<file path="config.mk">
export PLATFORM = sky130hd
export DESIGN_NAME = uwcp_top
export DESIGN_NICKNAME = d
export VERILOG_FILES = /design/src/logic/uwcp_pkg.sv /design/src/logic/uwcp_top.sv
export SDC_FILE = /design/constraint.sdc
export NUM_CORES = 1
export LEC_CHECK = 0
export BUFFER_PORTS_ARGS = -buffer_cell sky130_fd_sc_hd__buf_2
export CORE_AREA = 2 2 126 103
export CTS_BUF_LIST = sky130_fd_sc_hd__clkbuf_8
export DETAILED_ROUTE_END_ITERATION = 16
export DIE_AREA = 0 0 128 105
export GPL_TIMING_DRIVEN = 1
export HOLD_SLACK_MARGIN = 0.06
export PLACE_DENSITY_LB_ADDON = 0.1
export SYNTH_ARGS = -nofsm -noshare
export SYNTH_HDL_FRONTEND = slang
export SYNTH_SLANG_ARGS = --single-unit
export TNS_END_PERCENT = 100
</file>
<file path="constraint.sdc">
create_clock -name aclk -period 5.9 [get_ports aclk]
set_input_delay 1.18 -clock aclk [delete_from_list [all_inputs] [get_ports aclk]]
set_output_delay 1.18 -clock aclk [all_outputs]
set_load 0.02 [all_outputs]
</file>
<file path="src/logic/uwcp_pkg.sv">
// Constants and carriers for the USB host wake and clock power control block
package uwcp_pkg;
    // Register byte offsets
    localparam logic [7:0] CTRL_OFFSET = 8'h00;
    localparam logic [7:0] PSTATE_OFFSET = 8'h04;
    localparam logic [7:0] STATUS_OFFSET = 8'h08;
    localparam logic [7:0] OPWRITE_OFFSET = 8'h0c;
    // Reset values
    localparam logic [31:0] CTRL_RESET = 32'h0000_0000;
    localparam logic [31:0] PSTATE_RESET = 32'h0000_0040;
    // AXI responses
    localparam logic [1:0] RESP_OKAY = 2'h0;
    localparam logic [1:0] RESP_DECERR = 2'h3;
    // Power states of a core
    localparam logic [1:0] PS_D0 = 2'h0;
    // Legacy core functional states
    localparam logic [1:0] LFS_RESET = 2'h0;
    localparam logic [1:0] LFS_RESUME = 2'h1;
    localparam logic [1:0] LFS_OPER = 2'h2;
    localparam logic [1:0] LFS_SUSPEND = 2'h3;
    // Timing
    localparam int CLK_PERIOD_NS = 100;
    localparam int WAKE_HOLD_NS = 1600;
    localparam int WAKE_HOLD_CYC = (WAKE_HOLD_NS + CLK_PERIOD_NS - 1) / CLK_PERIOD_NS;
    localparam logic [1:0] CLKRUN_HOLD_EDGES = 2'h2;

    // Software controlled enables
    typedef struct packed {
        logic [19:0] rsvd;
        logic legacy_bus_master;
        logic enh_run;
        logic port_change_irq_enable;
        logic enh_event_output_enable;
        logic overcurrent_wake_enable;
        logic disconnect_wake_enable;
        logic connect_wake_enable;
        logic hub_status_change_irq_enable;
        logic resume_detect_irq_enable;
        logic leg_event_output_enable;
        logic connect_change_wake_enable;
        logic remote_wake_enable;
    } uwcp_ctrl_t;

    // Core and port state mirrored by software
    typedef struct packed {
        logic [19:0] rsvd;
        logic port_resume;
        logic enh_idle;
        logic port_owner_enh;
        logic port_in_reset;
        logic ports_suspended;
        logic enhanced_halted_flag;
        logic [1:0] legacy_functional_state;
        logic [1:0] enh_pstate;
        logic [1:0] leg_pstate;
    } uwcp_pst_t;

    // Port events
    typedef struct packed {
        logic overcurrent;
        logic remote_wake;
        logic disconnect;
        logic connect;
    } uwcp_evt_t;

    // Clock stop levels
    typedef enum logic [1:0] {
        LVL_RUN = 2'b00,
        LVL_LOGIC_OFF = 2'b01,
        LVL_PLL_OFF = 2'b10,
        LVL_ALL_OFF = 2'b11
    } uwcp_lvl_t;

    // Clock-run line objection states
    typedef enum logic [1:0] {
        CR_IDLE = 2'b00,
        CR_DRIVE = 2'b01,
        CR_WAIT = 2'b10
    } uwcp_cr_t;
endpackage : uwcp_pkg

</file>
<file path="src/logic/uwcp_top.sv">
// Wake event, clock gating and clock-run control of the dual-core USB host
//
// Our own choices: the address map and the AXI4-Lite register port.
`timescale 1ns/1ps

module uwcp_top (
    input wire logic aclk, // System clock, 10 MHz
    input wire logic aresetn, // Synchronous reset, active low
    input wire logic [7:0] s_axi_awaddr, // Write address
    input wire logic s_axi_awvalid, // Write address valid
    output logic s_axi_awready, // Write address ready
    input wire logic [31:0] s_axi_wdata, // Write data
    input wire logic [3:0] s_axi_wstrb, // Write byte strobes
    input wire logic s_axi_wvalid, // Write data valid
    output logic s_axi_wready, // Write data ready
    output logic [1:0] s_axi_bresp, // Write response
    output logic s_axi_bvalid, // Write response valid
    input wire logic s_axi_bready, // Write response ready
    input wire logic [7:0] s_axi_araddr, // Read address
    input wire logic s_axi_arvalid, // Read address valid
    output logic s_axi_arready, // Read address ready
    output logic [31:0] s_axi_rdata, // Read data
    output logic [1:0] s_axi_rresp, // Read response
    output logic s_axi_rvalid, // Read data valid
    input wire logic s_axi_rready, // Read data ready
    input wire logic clock_source_select, // High selects 48 MHz oscillator
    input wire logic main_power_reset_in, // Main power reset pin
    input wire uwcp_pkg::uwcp_evt_t port_event_in, // Port event lines, async
    input wire logic pclk_in, // PCI clock, sampled
    input wire logic clock_run_line_in, // Clock-run line level
    output logic clock_run_line_out, // Clock-run drive value, always low
    output logic clock_run_line_oe_n, // Low while driving the line
    output logic pm_event_out, // Power-management event pin
    output logic irq_out, // Interrupt pin
    output logic logic_clk_en, // Internal logic clock gate
    output logic pll_en, // Analog PLL enable
    output logic osc_en // Internal oscillator enable
);
    localparam logic [4:0] WAKE_HOLD = 5'(uwcp_pkg::WAKE_HOLD_CYC);

    ////////////////////////////////////////////////////////////////////////
    // Input synchronisers
    logic [1:0] sel_sync_reg, mpr_sync_reg, pclk_sync_reg, crl_sync_reg;
    logic [3:0] evt_s1_reg, evt_s2_reg, evt_s3_reg;
    logic pclk_d_reg;

    // Two flops per external input, a third for edge detection
    always_ff @(posedge aclk) begin
        sel_sync_reg <= {sel_sync_reg[0], clock_source_select};
        mpr_sync_reg <= {mpr_sync_reg[0], main_power_reset_in};
        pclk_sync_reg <= {pclk_sync_reg[0], pclk_in};
        crl_sync_reg <= {crl_sync_reg[0], clock_run_line_in};
        evt_s1_reg <= port_event_in;
        evt_s2_reg <= evt_s1_reg;
        evt_s3_reg <= evt_s2_reg;
        pclk_d_reg <= pclk_sync_reg[1];
    end

    wire logic osc_mode = sel_sync_reg[1];
    wire logic mpr_high = mpr_sync_reg[1];
    wire logic pclk_rise = pclk_sync_reg[1] & ~pclk_d_reg;
    wire logic line_high = crl_sync_reg[1];
    wire uwcp_pkg::uwcp_evt_t evt_edge = uwcp_pkg::uwcp_evt_t'(evt_s2_reg & ~evt_s3_reg);

    ////////////////////////////////////////////////////////////////////////
    // Register bus
    uwcp_pkg::uwcp_ctrl_t ctrl_reg;
    uwcp_pkg::uwcp_pst_t pst_reg;
    logic bvalid_reg, rvalid_reg;
    logic [1:0] bresp_reg, rresp_reg;
    logic [31:0] rdata_reg, status_word;

    // Byte-lane merge of a write onto a stored word
    function automatic logic [31:0] merge(input logic [31:0] old, input logic [31:0] data, input logic [3:0] strb);
        logic [31:0] res;
        res = old;
        for (int i = 0; i < 4; i++) begin
            if (strb[i]) begin
                res[i*8 +: 8] = data[i*8 +: 8];
            end
        end
        return res;
    endfunction : merge

    // Decode of the write and read handshakes
    wire logic wr_go = s_axi_awvalid & s_axi_wvalid & ~bvalid_reg;
    wire logic rd_go = s_axi_arvalid & ~rvalid_reg;
    wire logic wr_ctrl = wr_go & (s_axi_awaddr == uwcp_pkg::CTRL_OFFSET);
    wire logic wr_pst = wr_go & (s_axi_awaddr == uwcp_pkg::PSTATE_OFFSET);
    wire logic wr_stat = wr_go & (s_axi_awaddr == uwcp_pkg::STATUS_OFFSET);
    wire logic wr_op = wr_go & (s_axi_awaddr == uwcp_pkg::OPWRITE_OFFSET);
    wire logic wr_hit = wr_ctrl | wr_pst | wr_stat | wr_op;
    wire logic rd_hit = (s_axi_araddr == uwcp_pkg::CTRL_OFFSET) | (s_axi_araddr == uwcp_pkg::PSTATE_OFFSET)
                      | (s_axi_araddr == uwcp_pkg::STATUS_OFFSET) | (s_axi_araddr == uwcp_pkg::OPWRITE_OFFSET);
    wire logic [31:0] clr_mask = wr_stat ? merge(32'h0000_0000, s_axi_wdata, s_axi_wstrb) : 32'h0000_0000;
    // Written words before trimming to the twelve live bits
    wire logic [31:0] ctrl_merged = merge(32'(ctrl_reg), s_axi_wdata, s_axi_wstrb);
    wire logic [31:0] pst_merged = merge(32'(pst_reg), s_axi_wdata, s_axi_wstrb);
    wire logic [31:0] rd_word = (s_axi_araddr == uwcp_pkg::CTRL_OFFSET) ? 32'(ctrl_reg)
                              : (s_axi_araddr == uwcp_pkg::PSTATE_OFFSET) ? 32'(pst_reg)
                              : (s_axi_araddr == uwcp_pkg::STATUS_OFFSET) ? status_word : 32'h0000_0000;

    assign s_axi_awready = wr_go;
    assign s_axi_wready = wr_go;
    assign s_axi_arready = ~rvalid_reg;
    assign s_axi_bvalid = bvalid_reg;
    assign s_axi_bresp = bresp_reg;
    assign s_axi_rvalid = rvalid_reg;
    assign s_axi_rresp = rresp_reg;
    assign s_axi_rdata = rdata_reg;

    // Register writes and responses
    always_ff @(posedge aclk) begin
        if (!aresetn) begin
            ctrl_reg <= uwcp_pkg::uwcp_ctrl_t'(uwcp_pkg::CTRL_RESET);
            pst_reg <= uwcp_pkg::uwcp_pst_t'(uwcp_pkg::PSTATE_RESET);
            bvalid_reg <= 1'b0;
            rvalid_reg <= 1'b0;
            bresp_reg <= uwcp_pkg::RESP_OKAY;
            rresp_reg <= uwcp_pkg::RESP_OKAY;
            rdata_reg <= 32'h0000_0000;
        end else begin
            if (wr_ctrl) begin
                ctrl_reg <= uwcp_pkg::uwcp_ctrl_t'({20'h00000, ctrl_merged[11:0]});
            end
            if (wr_pst) begin
                pst_reg <= uwcp_pkg::uwcp_pst_t'({20'h00000, pst_merged[11:0]});
            end
            if (wr_go) begin
                bvalid_reg <= 1'b1;
                bresp_reg <= wr_hit ? uwcp_pkg::RESP_OKAY : uwcp_pkg::RESP_DECERR;
            end else if (s_axi_bready) begin
                bvalid_reg <= 1'b0;
            end
            if (rd_go) begin
                rvalid_reg <= 1'b1;
                rresp_reg <= rd_hit ? uwcp_pkg::RESP_OKAY : uwcp_pkg::RESP_DECERR;
                rdata_reg <= rd_word;
            end else if (s_axi_rready) begin
                rvalid_reg <= 1'b0;
            end
        end
    end

    ////////////////////////////////////////////////////////////////////////
    // Wake event detection
    wire logic leg_port = ~pst_reg.port_owner_enh;
    wire logic leg_d0 = pst_reg.leg_pstate == uwcp_pkg::PS_D0;
    wire logic enh_d0 = pst_reg.enh_pstate == uwcp_pkg::PS_D0;
    // In port reset only over-current is seen
    wire logic det_conn = evt_edge.connect & ~pst_reg.port_in_reset;
    wire logic det_disc = evt_edge.disconnect & ~pst_reg.port_in_reset;
    wire logic det_rwk = evt_edge.remote_wake & ~pst_reg.port_in_reset;
    wire logic det_ovc = evt_edge.overcurrent;
    // Status flags are set by the enables in force when the event arrives
    wire logic leg_set = leg_port & ctrl_reg.remote_wake_enable
                       & (det_rwk | ((det_conn | det_disc) & ctrl_reg.connect_change_wake_enable));
    wire logic enh_set = ~leg_port & (det_rwk | (det_conn & ctrl_reg.connect_wake_enable)
                       | (det_disc & ctrl_reg.disconnect_wake_enable)
                       | (det_ovc & ctrl_reg.overcurrent_wake_enable));
    // Interrupt sources are only latched in full power
    wire logic leg_rwk_set = leg_port & leg_d0 & det_rwk;
    wire logic leg_cc_set = leg_port & leg_d0 & (det_conn | det_disc);
    wire logic enh_irq_set = ~leg_port & enh_d0 & (det_conn | det_disc | det_rwk | det_ovc);
    logic leg_flag_reg, enh_flag_reg, leg_rwk_reg, leg_cc_reg, enh_irq_reg;

    // Sticky flags; a set in the clearing cycle wins
    always_ff @(posedge aclk) begin
        if (!aresetn) begin
            leg_flag_reg <= 1'b0;
            enh_flag_reg <= 1'b0;
            leg_rwk_reg <= 1'b0;
            leg_cc_reg <= 1'b0;
            enh_irq_reg <= 1'b0;
        end else begin
            leg_flag_reg <= leg_set | (leg_flag_reg & ~clr_mask[0]);
            enh_flag_reg <= enh_set | (enh_flag_reg & ~clr_mask[1]);
            leg_rwk_reg <= leg_rwk_set | (leg_rwk_reg & ~clr_mask[2]);
            leg_cc_reg <= leg_cc_set | (leg_cc_reg & ~clr_mask[3]);
            enh_irq_reg <= enh_irq_set | (enh_irq_reg & ~clr_mask[4]);
        end
    end

    // Output enables act at output time, so late enables still report
    wire logic pme_next = (leg_flag_reg & ctrl_reg.leg_event_output_enable)
                        | (enh_flag_reg & ctrl_reg.enh_event_output_enable);
    wire logic leg_irq = leg_d0 & ((leg_rwk_reg & ctrl_reg.resume_detect_irq_enable)
                       | (leg_cc_reg & (ctrl_reg.hub_status_change_irq_enable
                       | (ctrl_reg.connect_change_wake_enable & ctrl_reg.resume_detect_irq_enable))));
    wire logic enh_irq = enh_d0 & enh_irq_reg & ctrl_reg.port_change_irq_enable;
    logic pme_reg, irq_reg;

    // Registered pins: disconnect flags and irq flags rise in the same cycle
    always_ff @(posedge aclk) begin
        if (!aresetn) begin
            pme_reg <= 1'b0;
            irq_reg <= 1'b0;
        end else begin
            pme_reg <= pme_next;
            irq_reg <= leg_irq | enh_irq;
        end
    end
    assign pm_event_out = pme_reg;
    assign irq_out = irq_reg;

    ////////////////////////////////////////////////////////////////////////
    // Clock stop levels
    wire logic stop_ok = pst_reg.enhanced_halted_flag & pst_reg.ports_suspended
                       & ((pst_reg.legacy_functional_state == uwcp_pkg::LFS_SUSPEND)
                       | (pst_reg.legacy_functional_state == uwcp_pkg::LFS_RESET));
    wire logic both_d0 = leg_d0 & enh_d0;
    wire logic none_d0 = ~leg_d0 & ~enh_d0;
    uwcp_pkg::uwcp_lvl_t target, lvl_reg, target_d_reg;
    assign target = !stop_ok ? uwcp_pkg::LVL_RUN
                  : (mpr_high & both_d0) ? uwcp_pkg::LVL_LOGIC_OFF
                  : (mpr_high & none_d0) ? uwcp_pkg::LVL_PLL_OFF
                  : (~mpr_high & none_d0 & ~osc_mode) ? uwcp_pkg::LVL_ALL_OFF
                  : uwcp_pkg::LVL_RUN;
    logic halted_d_reg, lfs_op_d_reg;
    wire logic lfs_op = pst_reg.legacy_functional_state == uwcp_pkg::LFS_OPER;
    wire logic wake = (target != target_d_reg) | det_conn | det_disc | det_rwk
                    | (det_ovc & ctrl_reg.overcurrent_wake_enable)
                    | wr_op | (halted_d_reg & ~pst_reg.enhanced_halted_flag) | (lfs_op & ~lfs_op_d_reg);
    logic [4:0] hold_reg;

    // Level follows the target; a wake restarts and holds off re-stopping
    always_ff @(posedge aclk) begin
        if (!aresetn) begin
            lvl_reg <= uwcp_pkg::LVL_RUN;
            target_d_reg <= uwcp_pkg::LVL_RUN;
            halted_d_reg <= 1'b1;
            lfs_op_d_reg <= 1'b0;
            hold_reg <= 5'h00;
        end else begin
            target_d_reg <= target;
            halted_d_reg <= pst_reg.enhanced_halted_flag;
            lfs_op_d_reg <= lfs_op;
            if (wake) begin
                hold_reg <= WAKE_HOLD;
                lvl_reg <= uwcp_pkg::LVL_RUN;
            end else if (hold_reg != 5'h00) begin
                hold_reg <= hold_reg - 5'h01;
            end else begin
                lvl_reg <= target;
            end
        end
    end

    // PLL kept off in oscillator mode while the enhanced core is idle
    wire logic pll_idle_off = osc_mode & ~ctrl_reg.enh_run & pst_reg.enhanced_halted_flag & pst_reg.enh_idle
                            & pst_reg.port_owner_enh & ~pst_reg.port_in_reset & ~pst_reg.port_resume;
    logic logic_en_reg, pll_en_reg, osc_en_reg;

    // Gate enables come from flops so each changes once per edge
    always_ff @(posedge aclk) begin
        if (!aresetn) begin
            logic_en_reg <= 1'b1;
            pll_en_reg <= 1'b1;
            osc_en_reg <= 1'b1;
        end else begin
            logic_en_reg <= lvl_reg == uwcp_pkg::LVL_RUN;
            pll_en_reg <= (lvl_reg == uwcp_pkg::LVL_RUN || lvl_reg == uwcp_pkg::LVL_LOGIC_OFF) & ~pll_idle_off;
            osc_en_reg <= osc_mode | (lvl_reg != uwcp_pkg::LVL_ALL_OFF);
        end
    end
    assign logic_clk_en = logic_en_reg;
    assign pll_en = pll_en_reg;
    assign osc_en = osc_en_reg;

    ////////////////////////////////////////////////////////////////////////
    // Clock-run objection
    uwcp_pkg::uwcp_cr_t cr_reg;
    logic [1:0] edge_cnt_reg;
    wire logic need_pclk = ctrl_reg.legacy_bus_master | ctrl_reg.enh_run;
    wire logic driving = cr_reg == uwcp_pkg::CR_DRIVE;

    // Line high means a stop request; object by driving it low
    always_ff @(posedge aclk) begin
        if (!aresetn) begin
            cr_reg <= uwcp_pkg::CR_IDLE;
            edge_cnt_reg <= 2'h0;
        end else begin
            unique case (cr_reg)
                uwcp_pkg::CR_IDLE: begin
                    edge_cnt_reg <= 2'h0;
                    if (line_high & need_pclk) begin
                        cr_reg <= uwcp_pkg::CR_DRIVE;
                    end
                end
                uwcp_pkg::CR_DRIVE: begin
                    if (pclk_rise) begin
                        edge_cnt_reg <= edge_cnt_reg + 2'h1;
                        if (edge_cnt_reg + 2'h1 == uwcp_pkg::CLKRUN_HOLD_EDGES) begin
                            cr_reg <= uwcp_pkg::CR_WAIT;
                        end
                    end
                end
                uwcp_pkg::CR_WAIT: begin
                    if (!line_high) begin
                        cr_reg <= uwcp_pkg::CR_IDLE;
                    end
                end
                default: cr_reg <= uwcp_pkg::CR_IDLE;
            endcase
        end
    end
    assign clock_run_line_out = 1'b0;
    assign clock_run_line_oe_n = ~driving;

    assign status_word = {22'h000000, osc_en_reg, pll_en_reg, driving, lvl_reg,
                          enh_irq_reg, leg_cc_reg, leg_rwk_reg, enh_flag_reg, leg_flag_reg};
endmodule : uwcp_top

</file>
== Word-level counts from Yosys, hierarchy flattened ==
Cells that the tools add are included.

* Shift operators: 0
* Reductions and logical operators: 20
* Add/sub/neg operators: 2
* Order comparisons: 0
* Equal/unequal tests: 18
* Multipliers: 0
* Bitwise operators: 109
* Div/mod/pow operators: 0
* Muxes and demuxes: 24

{| class="wikitable"
|+ Operators by type and width
! kind !! count
|-
| AND 1 bit || 54
|-
| == test 8 x 4 -> 1 bit (second input constant) || 4
|-
| bitwise OR 1 bit || 32
|-
| 2-to-1 mux 12 bit || 2
|-
| 2-to-1 mux 2 bit || 11
|-
| NOT 1 bit || 21
|-
| 2-to-1 mux 5 bit || 4
|-
| == test 8 x 3 -> 1 bit (second input constant) || 2
|-
| logical NOT 8 bit || 2
|-
| logical NOT 2 bit || 5
|-
| 2-to-1 mux 10 bit || 1
|-
| AND reduction 2 bit || 5
|-
| == test 2 bit (second input constant) || 4
|-
| != test 2 bit (second input constant) || 4
|-
| nonzero test 2 bit || 4
|-
| case mux 2 bit (3 select lines) || 1
|-
| nonzero test 5 bit || 1
|-
| subtractor 5 x 1 -> 5 bit (second input constant) || 1
|-
| AND 4 bit || 1
|-
| == test 2 x 1 -> 1 bit (second input constant) || 2
|-
| 2-to-1 mux 1 bit || 4
|-
| NOT 4 bit || 1
|-
| case mux 2 bit (2 select lines) || 1
|-
| AND reduction 4 bit || 1
|-
| 5 further kinds || 5
|}

* Bits in latches: 0
* Memories: 0
* RAM bits: 0
* Register bits: 108
* Input bits: 67
* Output and inout port bits: 48
* Memory bits (read-only): 0

== Depth between registers and ports, before layout ==
* Depth after elaboration: 18
* Depth in mapped cells: 7

== Worst setup path after synthesis ==
No wires, ideal clock.

* Path kind: input to output
* From: input port s_axi_awvalid
* To: output port s_axi_wready
* Required time: 4720 ps
* Path slack: 2999 ps
* Data arrival time: 1721 ps
* Cell stages on the path: 3
* Path through: nand3b_1 -> inv_1 -> buf_4

* Cells in the longest elaborated chain, start to end: 2

{| class="wikitable"
|+ Ends and longest elaborated chain
! item !! line !! RTL
|-
| start: declaration || uwcp_top.sv:10 || <nowiki>input wire logic s_axi_awvalid,</nowiki>
|-
| AND 1 bit (2 in series) || uwcp_top.sv:86 || <nowiki>wire logic wr_go = s_axi_awvalid & s_axi_wvalid & ~bvalid_reg;</nowiki>
|-
| end: declaration || uwcp_top.sv:15 || <nowiki>output logic s_axi_wready,</nowiki>
|}

Every way passes these cells.

== Worst setup path in the final report ==
* From: input port s_axi_araddr[5]
* To: register rdata_reg[1] (netlist: s_axi_rdata[1])

* Cells in the longest elaborated chain, start to end: 4

{| class="wikitable"
|+ Ends and longest elaborated chain
! item !! line !! RTL
|-
| start: declaration || uwcp_top.sv:19 || <nowiki>input wire logic [7:0] s_axi_araddr,</nowiki>
|-
| == test 8 x 4 -> 1 bit || uwcp_top.sv:101 || <nowiki>: (s_axi_araddr == uwcp_pkg::STATUS_OFFSET) ? status_word : 32'h0000_0000;</nowiki>
|-
| 2-to-1 mux 10 bit || uwcp_top.sv:101 ||
|-
| 2-to-1 mux 12 bit || uwcp_top.sv:100 || <nowiki>: (s_axi_araddr == uwcp_pkg::PSTATE_OFFSET) ? 32'(pst_reg)</nowiki>
|-
| 2-to-1 mux 12 bit * || uwcp_top.sv:99 || <nowiki>wire logic [31:0] rd_word = (s_axi_araddr == uwcp_pkg::CTRL_OFFSET) ? 32'(ctrl_reg)</nowiki>
|-
| end signal: assignment || uwcp_top.sv:138 || <nowiki>rdata_reg <= rd_word;</nowiki>
|-
| end: declaration || uwcp_top.sv:71 || <nowiki>logic [31:0] rdata_reg, status_word;</nowiki>
|}

Every way passes the cells marked *; elsewhere a longest branch is shown, timed or not.
A chain may end at the register's enable or synchronous reset.

==> impl_metrics.toml <==
[worst_setup_path]
reg2reg_from = "s_axi_bvalid$_SDFFE_PN0P_"
cp_slowest_cell = "or4_1"
cp.required_ns = 6.14
cp-end-kind = "flop"
critPathLaunchType = "input pin"
critical_path.n_buffers_inverters = 1
path_cells = "buf_2, or4_1, nor4_1, nand2b_1, o221ai_1, a21boi_0"
critPathMaxStageDelay_ns = 0.54
critPathArrivalTime_ns = 3.29
worstSetupPathType = "in2reg"
crit_family = "simple AND/OR/NAND/NOR gates"
crit_fanout = 10
startpoint = "s_axi_araddr[5]"

[logic_synthesis]
synthArstFlopShare_pct = 0
synth_top_area_share_pct = 47.8
yosysMostFrequentCell = "dfxtp_1"
synth.ff_latch_count = 86
ys.flop_type = "dfxtp_1"
synth-seq-area-share_pct = 47.8
synth_edf_count = 0
avgSynthCellArea_um2 = 9.16
yosysWarnings = 0
synth_commonest_cells = "86 x dfxtp_1, 31 x nand2_1, 26 x nor2b_1"
synth_top_area_cell = "dfxtp_1"
synth_area_um2 = 3600
ys_types = 47
synth.area.top_cells = "dfxtp_1 48%, buf_4 5.0%, a21boi_0 4.6%, nor2b_1 4.5%, nand2_1 3.2%"
synth_cells = 393

[routing]
dr.pass1.iters = 4
viasPerCell = 4.60
drc = 0
routedWlPerCell_um = 14.7
final_antenna_net_count = 0
routed_wl_um = 9020
drt_iter0_drc = 132
num_vias = 2824

[placed_design]
dpl_cell_area_um2 = 3980
gp_congestion = 0.744
portBuffers = 71
place_hpwl_um = 6710

[timing]
final-hold-violation-count = 0
tightest_slew_ns = 1.06
timing.hold.ws_ns = 0.332
final.min_clock_period_ns = 3.05
setup_viol = 0
final.setup.tns_ns = 0
rsz0062_at_grt = "false"
slew_headroom_pct = 29.3
max_freq_ghz = 0.327
finalClockSkew_ns = 0.0105
maxSlewViolCount = 0
finalCritPeriodShare_pct = 51.8

[status]
status = "finished, final reports clean"

[global_route]
antenna_found_initial = 0
grt_overflow = 0
grt_pass1_vias = 2704
grt_pass1_wl_um = 14300
grt_max_degree = 64
grt_usage_pct = 13.9

[power_and_ir_drop]
seqPwrFrac_pct = 52.8
leakage_nw = 1.70
switching_share_pct = 25.2
combPwrFrac_pct = 9.4
power.clock.fraction_pct = 37.8
p_int_uw = 854
p_per_area_nw_per_um2 = 272
p_sw_uw = 288
ir_drop_v = 0.000135

[job]
drv_cap = 0

[clock_tree]
cts_hold_buffers = 0
post_cts_buffers = 0
cts_max_level = 3
root_buffer = "clkbuf_8"
clock-sinks = 86
cts_buffers = 9
ctsResizeCount = 0
clk_latency_ns = 0.36
tritoncts = "yes"
path_clk_slew_ns = 0.09
clockBufferDepth = 2

[cells_and_area]
drive_above_1_share_pct = 20.3
layout-area-overhead-vs-synth_pct = 16.4
diodes = 0
design_area_um2 = 4190
fin_nets = 528

[die]
die_x_um = 128
start_util_pct = 29.8
core-area_um2 = 12100
die_area_um2 = 13400
die_y_um = 105
boundaryPins = 115
rows = 36

[worst_hold_path]
hp-start = "evt_s1_reg[0]$_DFF_P_"
min_path_type = "reg2reg"
## final timing paths
kind | end | slack (ns) | cells past startpoint
worst max-delay path | s_axi_rdata[1]$_SDFFE_PN0P_ | 2.85 | 6
worst min-delay path | evt_s2_reg[0]$_DFF_P_ | 0.33 | 0
worst max register to register | pst_reg[6]$_SDFFE_PN1P_ | 3.59 | 5
worst min register to register | evt_s2_reg[0]$_DFF_P_ | 0.33 | 0
## cells by family after synthesis
logic type	after synthesis	synth area share, %
fa+ha+maj	4	1.39
xor+xnor	3	0.730
compound gates	88	16.1
flops	86	47.8
buf+inv	61	9.10
other cells	1	0.104
simple gates	137	21.1
mux	13	3.68
## layout make-up
type	count	area, um2
multi-input cells	266	1630
inverters	22	82.6
fillers	1310	7880
clock inverters	5	57.6
repair buffers	72	363
well taps	152	190
clock buffers	11	151
flip-flops and latches	86	1720
## worst reg2reg max path, stage by stage, from the launching register on
cell and delay, ns:
dfxtp_1 0.32, nand3b_1 0.27, nor4_4 0.64, and3_1 0.62, mux2i_1 0.25, nand2_1 0.07
## cell usage in the layout (no fill, tap or decap), drive strengths merged, types with 13 or more instances in the layout
cell and n:
nand2 31, buf 72, a21oi 19, conb 21, a21boi 22, o21ai 20, inv 24, nor2b 26
dfxtp 86, nand3 19, nor3 13
## layer usage
layer  part of all wire, %  wire length (um)  global-route usage, %  vias to the layer above
li1                      -                 -                      -                     1448
met1                    52              4700                   19.7                     1282
met3                   5.8               524                   4.05                        9
met4                   1.0                92                   3.77                        0
met5                     0                 0                      0                        -
met2                    41              3700                   20.5                       85
## per-stage QoR
step	power (mW)	setup slack (ns)	std cells	utilization [%]
floorplan	0.702	3.00	413	-
global placement	0.724	2.50	598	33.0
CTS	1.16	2.83	614	34.7
finish	1.14	2.85	614	34.7
global route	1.20	2.70	614	34.7
detailed placement	0.725	2.43	598	33.0
## power groups by stage
stage	combinational (mW)	sequential, mW	clock (mW)
floorplan	0.0846	0.617	0
global placement	0.107	0.617	0
detailed placement	0.108	0.617	0
CTS	0.108	0.604	0.450
global route	0.121	0.606	0.473
finish	0.108	0.603	0.431
No activity file was read; power rests on OpenSTA's default activity.
